==> src/rtl/php_defs.vh <==
// constants for the parallel host port block
`ifndef PHP_DEFS_VH
`define PHP_DEFS_VH
// detected bus styles
`define PHP_MODE_NONE 3'h0
`define PHP_MODE_SEP_DED 3'h1
`define PHP_MODE_SEP_MUX 3'h2
`define PHP_MODE_COM_DED 3'h3
`define PHP_MODE_COM_MUX 3'h4
`define PHP_MODE_EPP 3'h5
// widths
`define PHP_DATA_W 8
`define PHP_ADDR_W 6
`define PHP_DED_ADDR_W 3
// internal reset phase length in core clocks
`define PHP_RESET_CYCLES 8'h10
// register reset value
`define PHP_REG_RESET 8'h00
`endif

==> src/rtl/php_sync.v <==
// two-flop synchroniser bank for pin inputs
`timescale 1ns/10ps
module php_sync #(
    parameter WIDTH = 1
) (
    // clock and reset
    input wire core_clk,
    input wire rst_n,
    // asynchronous in, synchronous out
    input wire [WIDTH-1:0] asyncIn,
    output wire [WIDTH-1:0] syncOut
);
    reg [WIDTH-1:0] stage1_q;
    reg [WIDTH-1:0] stage2_q;

    // first stage feeds only the second
    always @(posedge core_clk) begin
        if (!rst_n) begin
            stage1_q <= {WIDTH{1'b0}};
            stage2_q <= {WIDTH{1'b0}};
        end else begin
            stage1_q <= asyncIn;
            stage2_q <= stage1_q;
        end
    end

    assign syncOut = stage2_q;
endmodule

==> src/rtl/php_host_port.v <==
// parallel host port: bus style detection, strobes, address latch, register file
`timescale 1ns/10ps
`include "php_defs.vh"
module php_host_port #(
    parameter DATA_W = `PHP_DATA_W,
    parameter ADDR_W = `PHP_ADDR_W,
    parameter RESET_CYCLES = `PHP_RESET_CYCLES
) (
    // clock and reset
    input wire core_clk,
    input wire rst_n,
    // reset/power-down pin
    input wire reset_powerdown_pin,
    // bus control pins
    input wire chip_select_low,
    input wire write_strobe_low,
    input wire read_strobe_low,
    input wire addr_strobe_high,
    // address pins; sep_addr_bit0 doubles as the EPP wait output
    input wire sep_addr_bit0,
    input wire sep_addr_bit1,
    input wire sep_addr_bit2,
    output wire waitLowOut,
    output wire waitLowOe,
    // data or multiplexed address/data pins
    input wire [DATA_W-1:0] dataIn,
    output wire [DATA_W-1:0] dataOut,
    output wire dataOe,
    // interrupt
    input wire irqEvent,
    output wire irqOut,
    // power control to the rest of the chip
    output wire oscStop,
    output wire padsDisconnect,
    output wire sinksOff,
    output wire internalResetActive,
    // detected bus style
    output wire [2:0] busMode
);
    // pin synchronisers
    wire [DATA_W+7:0] pinSync;
    php_sync #(
        .WIDTH(DATA_W + 8)
    ) u_sync (
        .core_clk(core_clk),
        .rst_n(rst_n),
        .asyncIn({reset_powerdown_pin, chip_select_low, write_strobe_low, read_strobe_low,
            addr_strobe_high, sep_addr_bit2, sep_addr_bit1, sep_addr_bit0, dataIn}),
        .syncOut(pinSync)
    );
    wire pdS = pinSync[DATA_W+7];
    wire csLowS = pinSync[DATA_W+6];
    wire wrLowS = pinSync[DATA_W+5];
    wire rdLowS = pinSync[DATA_W+4];
    wire asS = pinSync[DATA_W+3];
    wire a2S = pinSync[DATA_W+2];
    wire a1S = pinSync[DATA_W+1];
    wire a0S = pinSync[DATA_W];
    wire [DATA_W-1:0] busS = pinSync[DATA_W-1:0];

    // delayed copies for edge detection (read second-stage only)
    reg pd_q;
    reg wrLow_q;
    reg rdLow_q;
    reg as_q;
    always @(posedge core_clk) begin
        if (!rst_n) begin
            pd_q <= 1'b0;
            wrLow_q <= 1'b1;
            rdLow_q <= 1'b1;
            as_q <= 1'b0;
        end else begin
            pd_q <= pdS;
            wrLow_q <= wrLowS;
            rdLow_q <= rdLowS;
            as_q <= asS;
        end
    end

    // internal reset phase counter
    reg [7:0] rstCnt_q;
    wire pdFall = pd_q & ~pdS;
    always @(posedge core_clk) begin
        if (!rst_n) begin
            rstCnt_q <= 8'h00;
        end else if (pdS) begin
            rstCnt_q <= 8'h00;
        end else if (pdFall) begin
            rstCnt_q <= RESET_CYCLES;
        end else if (rstCnt_q != 8'h00) begin
            rstCnt_q <= rstCnt_q - 8'h01;
        end
    end
    // interface held idle while powered down or resetting
    wire hold = pdS | (rstCnt_q != 8'h00);
    assign oscStop = pdS;
    assign padsDisconnect = pdS;
    assign sinksOff = pdS;
    assign internalResetActive = rstCnt_q != 8'h00;

    // mode detection from static pin levels after reset
    reg [2:0] mode_q;
    function [2:0] php_detect;
        input as;
        input a2;
        input a1;
        input a0;
        input cs;
        input wr;
        input rd;
        begin
            if (as && a2 == 1'b0 && a1 == 1'b1 && a0 == 1'b1 && cs == 1'b0) begin
                php_detect = `PHP_MODE_SEP_MUX;
            end else if (a2 == 1'b1 && a1 == 1'b1 && cs == 1'b0) begin
                // handshake wiring: stay undecided until the address strobe falls,
                // so the wait pin is not driven before the host asks for it
                // limitation: a dedicated-bus host parked at address 6 or 7 waits too
                php_detect = `PHP_MODE_NONE;
            end else if (as && a2 == 1'b0 && a1 == 1'b1 && a0 == 1'b0) begin
                php_detect = `PHP_MODE_COM_MUX;
            end else if (as && wr && !rd) begin
                // data strobe low with write idle: only a common strobe idles this way
                php_detect = `PHP_MODE_COM_DED;
            end else if (as) begin
                php_detect = `PHP_MODE_SEP_DED;
            end else begin
                php_detect = `PHP_MODE_NONE;
            end
        end
    endfunction

    // mode is cleared in reset and learned once select is seen low, or on a falling address strobe at address 6 or 7
    always @(posedge core_clk) begin
        if (!rst_n || hold) begin
            mode_q <= `PHP_MODE_NONE;
        end else if (mode_q == `PHP_MODE_NONE && as_q && !asS && a2S && a1S) begin
            // only a falling strobe counts; the rise out of the reset flops is no edge
            mode_q <= `PHP_MODE_EPP;
        end else if (mode_q == `PHP_MODE_NONE && !csLowS) begin
            mode_q <= php_detect(asS, a2S, a1S, a0S, csLowS, wrLowS, rdLowS);
        end
    end
    assign busMode = mode_q;

    wire isSep = mode_q == `PHP_MODE_SEP_DED || mode_q == `PHP_MODE_SEP_MUX;
    wire isCom = mode_q == `PHP_MODE_COM_DED || mode_q == `PHP_MODE_COM_MUX;
    wire isEpp = mode_q == `PHP_MODE_EPP;
    wire isMux = mode_q == `PHP_MODE_SEP_MUX || mode_q == `PHP_MODE_COM_MUX || isEpp;

    // address latch; transparent while the strobe holds it open
    reg [ADDR_W-1:0] addr_q;
    always @(posedge core_clk) begin
        if (!rst_n || hold) begin
            addr_q <= {ADDR_W{1'b0}};
        end else if (mode_q == `PHP_MODE_SEP_MUX && asS) begin
            addr_q <= busS[ADDR_W-1:0];
        end else if (mode_q == `PHP_MODE_COM_MUX && asS) begin
            addr_q <= busS[ADDR_W-1:0];
        end else if (isEpp && !asS && wrLowS == 1'b0) begin
            // only address writes: an address strobe with write high is ignored
            addr_q <= busS[ADDR_W-1:0];
        end
    end
    // dedicated modes use the three address pins
    wire [ADDR_W-1:0] dedAddr = {{(ADDR_W-3){1'b0}}, a2S, a1S, a0S};
    wire [ADDR_W-1:0] curAddr = isMux ? addr_q : dedAddr;

    // strobe decode per bus style
    // in EPP the select pin inhibits the data strobe; boards tie it low otherwise
    wire selOk = !csLowS;
    wire dsLowNow = rdLowS;
    wire dsLowOld = rdLow_q;
    wire wrStart = selOk && (isSep ? (wrLow_q && !wrLowS) :
        ((isCom || isEpp) && dsLowOld && !dsLowNow && !wrLowS));
    wire rdActive = selOk && (isSep ? !rdLowS :
        ((isCom || isEpp) && !dsLowNow && wrLowS));
    wire dsActive = selOk && (isCom || isEpp) && !dsLowNow;

    // register storage, flip-flops indexed by address
    localparam DEPTH = 1 << ADDR_W;
    reg [DATA_W-1:0] regs_q [0:DEPTH-1];
    genvar gi;
    generate
        for (gi = 0; gi < DEPTH; gi = gi + 1) begin : g_reg
            always @(posedge core_clk) begin
                if (!rst_n) begin
                    regs_q[gi] <= `PHP_REG_RESET;
                end else if (wrStart && !hold && curAddr == gi) begin
                    // data already stable for two clocks before the strobe edge is seen
                    regs_q[gi] <= busS;
                end
            end
        end
    endgenerate

    // read data register and bus enable
    reg [DATA_W-1:0] rdData_q;
    reg rdOe_q;
    always @(posedge core_clk) begin
        if (!rst_n || hold) begin
            rdData_q <= {DATA_W{1'b0}};
            rdOe_q <= 1'b0;
        end else begin
            rdData_q <= regs_q[curAddr];
            rdOe_q <= rdActive;
        end
    end
    assign dataOut = rdData_q;
    assign dataOe = rdOe_q && !pdS;

    // EPP wait handshake: low while the strobe is unanswered, high once served
    reg waitLow_q;
    reg waitEn_q;
    always @(posedge core_clk) begin
        if (!rst_n || hold) begin
            waitLow_q <= 1'b1;
            waitEn_q <= 1'b0;
        end else begin
            if (isEpp) begin
                waitEn_q <= 1'b1;
            end
            // wait drops when idle, rises once the access has been served
            waitLow_q <= dsActive || (isEpp && !asS) ? 1'b1 : 1'b0;
        end
    end
    assign waitLowOut = waitLow_q;
    assign waitLowOe = waitEn_q && !pdS;

    // interrupt request follows internal events, registered
    reg irq_q;
    always @(posedge core_clk) begin
        if (!rst_n || hold) begin
            irq_q <= 1'b0;
        end else begin
            irq_q <= irqEvent;
        end
    end
    assign irqOut = irq_q;
endmodule

==> config.mk <==
export PLATFORM = sky130hd
export DESIGN_NAME = php_host_port
export DESIGN_NICKNAME = d
export VERILOG_FILES = /design/src/rtl/php_sync.v /design/src/rtl/php_host_port.v
export VERILOG_INCLUDE_DIRS = /design/src /design/src/rtl
export SDC_FILE = /design/constraint.sdc
export NUM_CORES = 1
export LEC_CHECK = 0
export BUFFER_PORTS_ARGS = -buffer_cell sky130_fd_sc_hd__clkbuf_2
export CAP_MARGIN = 30
export CELL_PAD_IN_SITES_DETAIL_PLACEMENT = 1
export CELL_PAD_IN_SITES_GLOBAL_PLACEMENT = 1
export CORE_MARGIN = 2
export CORE_UTILIZATION = 25
export CTS_CLUSTER_SIZE = 24
export DETAILED_ROUTE_END_ITERATION = 8
export PLACE_DENSITY = 0.5
export SYNTH_ARGS = -nofsm -noshare
export SYNTH_HDL_FRONTEND = slang
export SYNTH_SLANG_ARGS = --single-unit
==> constraint.sdc <==
create_clock -name core_clk -period 5.6 [get_ports core_clk]
set_input_delay 0.28 -clock core_clk [delete_from_list [all_inputs] [get_ports core_clk]]
set_output_delay 0.28 -clock core_clk [all_outputs]
set_load 0.005 [all_outputs]
* Yosys cells after proc, flatten, opt, wreduce, memory -nomap -nowiden
Memory sizes are Yosys's and may differ from the RTL's. A register that Yosys moved wholly into a read port is not among the register bits. Cells that the tools add are included.
Storage, ports and cells: bits in registers 57, output and inout bits 19, memories 1, bits in writable memories 512
Memories:
- regs_q | words 64, width 8, read ports 1, clocked after memory_dff 1, wr ports 64, line php_host_port.v:181 | reg [DATA_W-1:0] regs_q [0:DEPTH-1];
Operators by class: eq/ne operators 68, mux-type cells 273, reductions and logical operators 118, bitwise operators 72, $add $sub $neg 1
Operators with widths (number):
- $mux W8 | 64
- $mux W1 | 197
- $eq A6 B6 Y1 const B | 32
- $eq A6 B5 Y1 const B | 16
- $logic_and A1 B1 Y1 | 95
- $or A1 B1 Y1 | 65
- $eq A6 B4 Y1 const B | 8
- $eq A6 B3 Y1 const B | 4
- $mux W6 | 4
- $mux W3 | 5
- $eq A6 B2 Y1 const B | 2
- $mux W5 | 2
- $reduce_bool A8 Y1 | 1
- $sub A8 B1 Y8 const B | 1
- $logic_not A1 Y1 | 7
- $logic_or A1 B1 Y1 | 7
- $eq A3 B2 Y1 const B | 2
- $eq A3 B3 Y1 const B | 2
- $eq A6 B1 Y1 const B | 1
- $logic_not A6 Y1 | 1
- $not A1 Y1 | 6
- $reduce_bool A2 Y1 | 2
- $reduce_or A2 Y1 | 2
- $eq A3 B1 Y1 const B | 1
- 5 further kinds | 5

* Depth between registers and ports, before layout
Gate-level depths: netlist (run 1).
depth after elaboration 14, depth in mapped cells 13, mapped depth without buffers 10

* By module
From an unflattened synthesis (run 1), not the netlist that was laid out.
Second synthesis, totals: cell total of the unflattened synthesis 2377, area total of the unflattened synthesis 25723.4 um^2
Modules (own cells, without submodules):
- php_host_port | sequential area each 16035.4 um^2, cells an instance 2310, area each 24827.6 um^2, instances 1
- php_sync | sequential area each 640.6 um^2, cells an instance 67, area each 895.9 um^2, instances 1

* Least setup slack after synthesis (run 1)
No wires, ideal clock.
path kind register to register, start point register mode_q[2] (netlist: busMode[2]), end point memory regs_q[20][0] in the netlist's numbering, enable pin, stages on the path, launching flop included 11, arrival 2.780 ns, required time 5.216 ns, slack 2.436 ns, buffers on the path 5, period minus slack after synthesis 3.164 ns, cells stage by stage dfxtp_1 -> buf_2 -> nor2b_1 -> nor3_1 -> nor2_1 -> buf_2 -> buf_4 -> buf_2 -> buf_1 -> nand3_1 -> o21ai_0
RTL lines:
- from (decl) | line php_host_port.v:102 | reg [2:0] mode_q;
- from (signal assigned) | line php_host_port.v:135 | mode_q <= `PHP_MODE_NONE;
- from (signal assigned) | line php_host_port.v:138 | mode_q <= `PHP_MODE_EPP;
- from (signal assigned) | line php_host_port.v:140 | mode_q <= php_detect(asS, a2S, a1S, a0S, csLowS, wrLowS, rdLowS);
- to (decl) | line php_host_port.v:181

* Final worst setup path (run 1)
start point register mode_q[1] (netlist: busMode[1]), end point register rdData_q[1] (netlist: dataOut[1]) (read register of regs_q)
Between the ends: word-level cells in the longest chain between the ends 4
Ends and longest elaborated chain:
- $eq A3 B2 Y1 (no line) or $eq A3 B3 Y1 (tied branches)
- $logic_or A1 B1 Y1 (no line)
- $logic_or A1 B1 Y1 * | line php_host_port.v:148 | wire isMux = mode_q == `PHP_MODE_SEP_MUX || mode_q == `PHP_MODE_COM_MUX || isEpp;
- $mux W6 * | line php_host_port.v:166 | wire [ADDR_W-1:0] curAddr = isMux ? addr_q : dedAddr;
- to (decl) | line php_host_port.v:197 | reg [DATA_W-1:0] rdData_q;
Every way passes the cells marked *; elsewhere a longest branch is shown, timed or not. A chain may end at the register's enable or synchronous reset.

==> metrics.csv, run 1 <==
stage;metric;value;unit
synth;number of flops mapped to enable cells by yosys;512;
finish;final instance area;30100;um2
outcome;status;finished clean;
timing;Setup WS post-layout;1340;ps
floorplan;num rows;117;
timing;Max Fclk;0.235;GHz
placement;IO buf count;37;
setup_path;CP arrival;4780;ps
routing;Antenna Nets Post-Route;0;
timing;relative slew slack;30.1;%
timing;final clock skew;35.1;ps
synth;top cells by area, synth;edfxtp_1 (60%), nor2_1 (8.3%), nand2_1 (6.3%);
clock_network;CTS resizes;0;
synth;cells after synthesis;2361;
clock_network;Clock transition at path regs;60;ps
routing;WL per Instance;29.0;um
global_route;largest net degree at the start of global routing;74;
synth;Net Count, Synth;2382;
finish;Layout area overhead;18.1;%
floorplan;die height;323;um
global_route;Congestion Overflow GR;0;
clock_network;Longest Clk Path Bufs;3;
synth;flops & latches, synth;577;
placement;gpl congestion;0.942;
timing;Final min period;4260;ps
finish;share of layout cells above drive strength 1;11.5;%
synth;async set-reset flop share out of synthesis;0;%
setup_path;startpoint types;flip-flop;
synth;cell taking the most area after synthesis;edfxtp_1;
global_route;initial antenna violation count;2;
clock_network;H-tree depth;3;
setup_path;Req. time, crit path;6120;ps
setup_path;Crit. End Element;flip-flop;
global_route;gr usage total;21.4;%
synth;Cell Area, Synth;25500;um2
global_route;vias in the first global route;19700;
timing;Slew @ Worst Pin;1040;ps
power_and_ir_drop;final total power;10.2;mW
job;Maximum Capacitance Violations;0;
synth;Synth top area share;60.3;%
worst_hold_path;Hold Crit Class;in -> reg;
timing;unrepaired setup endpoints after global routing;false;
timing;Max Slew Vio Count;0;
synth;sequential share of the synthesized area;65.4;%
floorplan;core area;101000;um2
power_and_ir_drop;Pleak;10.2;nW
placement;DP Worst Slack;1300;ps
clock_network;Setup Fix Bufs, Post-CTS;0;
placement;post-DP HPWL;78800;um
setup_path;largest fanout on the critical path;73;
routing;DRC Markers;0;
timing;setup tns final;0;ps
finish;Filler Cell Count;11200;
setup_path;worst setup path category;reg -> reg;
finish;multi-input logic area;8090;um2
clock_network;TritonCTS clock tree;yes;
synth;Unique masters post-synth;72;
routing;Iter 0 DRT Violations;2169;
routing;DR vias/cell;5.07;
synth;commonest register cell after synthesis;edfxtp_1;
routing;Vias;19600;
timing;fin crit share;76.1;%
synth;Avg Cell Area, Syn;10.8;um2
clock_network;CTS Sinks;577;
placement;dpl cell area;27700;um2
floorplan;# IOs;38;
clock_network;Worst-Skew Late Latency;650;ps
timing;Setup Viol. Count Final;0;
floorplan;Initial Utilization;25.1;%
finish;register area;16700;um2
power_and_ir_drop;power per standard cell area;339;nW/um2
routing;WL final;112000;um
timing;final hold viol count;0;
power_and_ir_drop;Worst VDD drop;207;uV
clock_network;Num CTS Buffers;69;
floorplan;area of the die;105000;um2
timing;hold slack;27.6;ps
clock_network;Hold Buf Count CTS;17;
global_route;first-pass GRT wire length;156000;um
synth;Yosys warnings;0;
routing;DR pass1 iterations;5;
floorplan;Die X;323;um
finish;layout net count;2451;
clock_network;Clk Tree Root Cell;clkbuf_16;
-- layout make-up --
| type | count | area share (%) |
|---|---|---|
| diodes | 2 | 0.0166 |
| multi-input cells | 1597 | 26.9 |
| flip-flops and latches | 577 | 55.4 |
| clock buffers | 90 | 6.30 |
| well taps | 1368 | 5.68 |
| inverters | 9 | 0.112 |
| clock inverters | 36 | 1.10 |
| repair buffers | 176 | 4.54 |
-- state kept, by name (all words and copies together) (netlist names) --
register,cells
waitLowOut,1
u_sync.syncOut,16
regs_q,512
rstCnt_q,8
busMode,3
addr_q,6
as_q,1
u_sync.stage1_q,16
rdOe_q,1
pd_q,1
dataOut,8
irqOut,1
dsLowOld,1
wrLow_q,1
waitEn_q,1
-- kinds of logic (layout without fill, tap and decap cells) --
kind of cell	Yosys count	in the layout	share of synthesized area, %
xor+xnor	7	7	0.240
flops	577	577	65.4
other cells	0	2	0
buf+inv	187	311	3.14
simple gates	1196	1196	19.6
mux	100	100	3.93
compound gates	292	292	7.62
fa+ha+maj	2	2	0.0981
-- routing by layer --
metal	share of wire (%)	GRT usage, %
met4	3.2	7.27
met2	45	33.1
met5	0	0
met3	5.7	2.98
met1	46	30.5
-- per-stage QoR --
stage	utilization, %	cells
final	29.7	3855
after floorplan	-	2361
after global placement	27.3	3702
after detailed placement	27.3	3710
after global routing	29.7	3853
after CTS	29.7	3853
-- worst paths after layout --
kind | end | slack [ps] | depth (start not counted) | start
worst min register to register | u_sync.syncOut[15] | 430 | 1 | u_sync.stage1_q[15]
worst max register to register | dataOut[1] | 1340 | 10 | busMode[1]
worst max-delay path | dataOut[1] | 1340 | 10 | busMode[1]
worst min-delay path | wrLow_q | 30 | 2 | rst_n
-- cell usage after synthesis (6+ instances only) --
cell type	count
a21oi_1	42
o22ai_1	29
nor2_1	561
nand2b_1	8
edfxtp_1	512
and3_1	45
nand3_1	50
a31oi_1	19
o221ai_1	7
nand2_1	428
a32oi_1	9
buf_1	16
nor3_1	16
clkbuf_1	96
and2_1	36
a311oi_1	16
or4_1	6
a211oi_1	22
a22o_1	9
buf_2	61
mux2i_1	99
or3_1	6
dfxtp_1	65
nor4_1	12
o21ai_0	83
inv_1	9
a221oi_1	9
-- where the power goes --
group | total (mW) | leakage, nW | switching, mW | internal [mW]
Clock | 4.49 | 1.08 | 1.93 | 2.55
Combinational | 0.752 | 3.26 | 0.524 | 0.228
Sequential | 4.96 | 5.82 | 0.118 | 4.84
Total | 10.2 | 10.2 | 2.58 | 7.62
-- placed cells by master, fill, tap and decap left out, types with 6 or more instances in the layout --
master | Yosys | layout
inv_1 | 9 | 9
o22ai_1 | 29 | 29
clkinv_1 | 0 | 9
nor4_1 | 12 | 12
and3_1 | 45 | 45
nand2_1 | 428 | 427
or4_1 | 6 | 6
nand2b_1 | 8 | 8
nor2_1 | 561 | 559
a221oi_1 | 9 | 9
clkinv_2 | 0 | 12
a31oi_1 | 19 | 19
dfxtp_1 | 65 | 61
clkbuf_2 | 0 | 36
and2_1 | 36 | 36
buf_4 | 4 | 107
clkbuf_1 | 96 | 14
a32oi_1 | 9 | 9
a22o_1 | 9 | 9
or3_1 | 6 | 6
o221ai_1 | 7 | 7
edfxtp_1 | 512 | 512
nand3_1 | 50 | 49
a21oi_1 | 42 | 40
a311oi_1 | 16 | 16
clkbuf_16 | 0 | 71
nor3_1 | 16 | 15
buf_12 | 0 | 8
dlygate4sd3_1 | 0 | 17
buf_2 | 61 | 6
o21ai_0 | 83 | 82
a211oi_1 | 22 | 22
mux2i_1 | 99 | 99
-- critical path: stages (launching register included) --
cell and delay (ps):
dfxtp_1 600, nand2b_1 490, a21boi_1 200, nor2_4 250, buf_12 410, buf_12 280, mux2i_1 470, o22ai_1 240
or4_1 510, nor4_1 460, o211ai_1 160
Power figures use the tool's default switching activity.
==> run 2: changes to the inputs <==
ABC_AREA = 1   (was unset)
PLACE_DENSITY = 0.51   (was 0.5)
clock period = 4.1 ns   (was 5.6 ns; I/O delays follow)
==> run 2 against run 1 <==
  * Wire length is 15% lower
  * Count of clock-buffer cells in the layout is 5 higher
  * Clock skew is 9.4 ps lower
  * Synthesized area is 5.8% higher
  * Register-to-register slack worse by 550 ps
  * Clock power is 40% higher
  * Cell count is 19% higher
  * Non-clock buffer count is 46 lower
  * Global-route usage is 4.4 points lower
  * Design area is 4.7% higher
  * Largest cell class unchanged
  * Utilization is 0.23 points lower
==> metrics.csv, run 2 <==
stage;metric;value;unit;change
outcome;status;finished clean;;unchanged
global_route;gr usage total;17.0;%;was 21.4%
placement;post-DP HPWL;61100;um;was 78800 um
floorplan;Initial Utilization;25.2;%;was 25.1%
finish;layout net count;3141;;was 2451
setup_path;Buf/Inv on CP;3;;was 2
finish;Inserted Diodes;0;;was 2
synth;flops & latches, synth;577;;unchanged
synth;Avg Cell Area, Syn;8.73;um2;was 10.8 um2
timing;unrepaired setup endpoints after global routing;false;;unchanged
clock_network;TritonCTS clock tree;yes;;unchanged
worst_hold_path;Hold Startpoint;irqEvent;;was rst_n
timing;Setup Viol. Count Final;0;;unchanged
clock_network;Hold Buf Count CTS;34;;was 17
clock_network;Clk Tree Root Cell;clkbuf_16;;unchanged
floorplan;Die X;333;um;was 323 um
finish;Layout area overhead;16.8;%;was 18.1%
timing;relative slew slack;40.5;%;was 30.1%
synth;sequential share of the synthesized area;61.8;%;was 65.4%
timing;Slew @ Worst Pin;892;ps;was 1040 ps
finish;Post-Layout Cell Count;4578;;was 3855
placement;IO buf count;37;;unchanged
setup_path;Req. time, crit path;4390;ps;was 6120 ps
placement;gpl congestion;0.781;;was 0.942
synth;top cells by area, synth;edfxtp_1 (57%), nand2_1 (21%), nor2_1 (7.9%);;was edfxtp_1 (60%), nor2_1 (8.3%), nand2_1 (6.3%)
setup_path;largest fanout on the critical path;33;;was 73
routing;DRC Markers;0;;unchanged
timing;Max Fclk;0.302;GHz;was 0.235 GHz
routing;WL per Instance;20.7;um;was 29.0 um
placement;DP Worst Slack;747;ps;was 1300 ps
setup_path;startpoint types;flip-flop;;unchanged
routing;DR vias/cell;4.49;;was 5.07
synth;cells after synthesis;3092;;was 2361
routing;Antenna Nets Post-Route;0;;unchanged
finish;Filler Cell Count;12500;;was 11200
timing;setup tns final;0;ps;unchanged
routing;Vias;20500;;was 19600
timing;fin crit share;80.9;%;was 76.1%
floorplan;area of the die;111000;um2;was 105000 um2
synth;Cell Area, Synth;27000;um2;was 25500 um2
floorplan;# IOs;38;;unchanged
power_and_ir_drop;Worst VDD drop;245;uV;was 207 uV
clock_network;CTS resizes;0;;unchanged
setup_path;worst reg2reg startpoint;busMode[2];;was busMode[1]
finish;register area;16700;um2;about the same
timing;Setup WS post-layout;784;ps;was 1340 ps
timing;Final min period;3320;ps;was 4260 ps
setup_path;Crit. End Element;flip-flop;;unchanged
finish;most frequent cells in the layout;nand2_1 (1475), nor2_1 (563), edfxtp_1 (512);;was nor2_1 (559), edfxtp_1 (512), nand2_1 (427)
synth;async set-reset flop share out of synthesis;0;%;unchanged
global_route;first-pass GRT wire length;140000;um;was 156000 um
setup_path;CP dominant cell by count;nand2_1;;was buf_12
timing;final clock skew;25.6;ps;was 35.1 ps
synth;commonest register cell after synthesis;edfxtp_1;;unchanged
synth;adder-cell area share of the yosys netlist;0.0927;%;was 0.0981%
global_route;vias in the first global route;21000;;was 19700
synth;Compound-Gate Fraction of Synth Area;1.13;%;was 7.62%
setup_path;CP top delay family;simple AND/OR/NAND/NOR gates;;unchanged
routing;Iter 0 DRT Violations;1136;;was 2169
clock_network;Setup Fix Bufs, Post-CTS;0;;unchanged
clock_network;H-tree depth;3;;unchanged
finish;Reg with most FFs;regs_q;;unchanged
global_route;Congestion Overflow GR;0;;unchanged
power_and_ir_drop;Pleak;12.7;nW;was 10.2 nW
setup_path;worst setup path category;reg -> reg;;unchanged
global_route;largest net degree at the start of global routing;104;;was 74
synth;Net Count, Synth;3113;;was 2382
clock_network;Worst-Skew Late Latency;630;ps;was 650 ps
setup_path;Crit. Startpoint;busMode[2];;was busMode[1]
power_and_ir_drop;power per standard cell area;454;nW/um2;was 339 nW/um2
job;Maximum Capacitance Violations;0;;unchanged
synth;cell with the most instances after synthesis;nand2_1;;was nor2_1
clock_network;Clock transition at path regs;60;ps;about the same
routing;DR pass1 iterations;5;;unchanged
clock_network;Longest Clk Path Bufs;3;;unchanged
clock_network;Num CTS Buffers;71;;was 69
synth;post-synthesis xor/xnor area fraction;0.130;%;was 0.240%
synth;Synth top area share;57.0;%;was 60.3%
setup_path;crit path cell chain;inv_2, nand2_1, nand3_2, nand3_1, nand2_8, nor2_2, inv_2, nor2_2, buf_4, nand2_1, nand2_1;;was nand2b_1, a21boi_1, nor2_4, buf_12, buf_12, mux2i_1, o22ai_1, or4_1, nor4_1, o211ai_1
synth;number of flops mapped to enable cells by yosys;512;;unchanged
timing;Max Slew Vio Count;0;;unchanged
finish;most common cell after layout, fill and taps aside;nand2_1;;was nor2_1
worst_hold_path;Hold Crit Class;in -> reg;;unchanged
floorplan;num rows;120;;was 117
floorplan;core area;107000;um2;was 101000 um2
setup_path;CP arrival;3610;ps;was 4780 ps
synth;largest family of logic cells by synthesized area;simple AND/OR/NAND/NOR gates;;unchanged
global_route;initial antenna violation count;0;;was 2
synth;mux cell area share after synthesis;0;%;was 3.93%
finish;multi-input logic area;9270;um2;was 8090 um2
synth;cell taking the most area after synthesis;edfxtp_1;;unchanged
synth;Unique masters post-synth;36;;was 72
synth;Yosys warnings;0;;unchanged
timing;final hold viol count;0;;unchanged
synth;Post-Synth Simple-Gate Area;32.8;%;was 19.6%
setup_path;Worst path max stage delay;540;ps;was 600 ps
finish;max reg flops;512;;unchanged
setup_path;Slowest cell on crit path;nor2_2;;was dfxtp_1
floorplan;die height;333;um;was 323 um
synth;Synth top cells by count;nand2_1 (1475), nor2_1 (567), edfxtp_1 (512);;was nor2_1 (561), edfxtp_1 (512), nand2_1 (428)
clock_network;CTS Sinks;577;;unchanged
routing;WL final;94600;um;was 112000 um
finish;share of layout cells above drive strength 1;10.0;%;was 11.5%
placement;Placed Instances;4415;;was 3710
run 2: cell count changes after synthesis, moves of 45 or more:
cell / delta
and3_1: -45
inv_1: +56
mux2i_1: -99
nand2_1: +1047
nand3_2: +61
o21ai_0: -61
run 2: metrics by stage:
step | area [um2] | total power [mW] | hold slack [ps] | utilization (%)
5_1_grt | 31500 | 14.8 | 333 | 29.5
3_3_place_gp | 28800 | 8.12 | 387 | 26.9
4_1_cts | 31500 | 14.5 | 294 | 29.4
3_5_place_dp | 28900 | 8.13 | 393 | 27.0
2_1_floorplan | 27000 | 7.59 | 303 | -
6_report | 31500 | 14.3 | 334 | 29.5
run 2: path summary, 6_finish.rpt:
kind	end	slack (ps)	cells after the start
worst min register to register	u_sync.syncOut[7]	410	2
worst min-delay path	irqOut	330	4
worst max-delay path	regs_q[19][0]	780	11
worst max register to register	regs_q[19][0]	780	11
run 2: layout make-up:
| cell class | instances | share of cell area, % |
|---|---|---|
| Tap cell | 1403 | 5.57 |
| Multi-Input combinational cell | 2251 | 29.4 |
| Timing Repair Buffer | 130 | 3.77 |
| Inverter | 89 | 1.09 |
| Clock inverter | 33 | 0.841 |
| Clock buffer | 95 | 6.46 |
| Sequential cell | 577 | 52.9 |
run 2: routing by layer:
layer	part of all wire, %	vias up	GRT usage [%]	wire length [um]
met1	47	10200	23.2	44200
li1	-	9884	-	-
met4	2.5	0	5.01	2330
met5	0	-	0	0
met2	47	340	28.3	44700
met3	3.5	108	2.12	3350
run 2: worst register-to-register path, cell delays in order, from the launching register on:
cell and delay [ps]:
dfxtp_1 410, inv_2 70, nand2_1 130, nand3_2 140, nand3_1 280, nand2_8 240
nor2_2 450, inv_2 140, nor2_2 540, buf_4 240, nand2_1 50, nand2_1 290
run 2: logic make-up (layout without fill, tap and decap cells):
logic type,count (synthesis),in the layout
xor gates and xnor gates,4,4
AOI/OAI and AO/OA,56,56
buffers and inverters,264,347
DFF,577,577
and+or+nand+nor,2189,2189
adders and majority gates,2,2
run 2: power breakdown:
group	switching, mW	leakage, nW	total [mW]	internal (mW)
clock network	2.61	1.12	6.30	3.69
logic	0.941	5.77	1.29	0.350
registers	0.0982	5.80	6.72	6.62
total	3.65	12.7	14.3	10.7
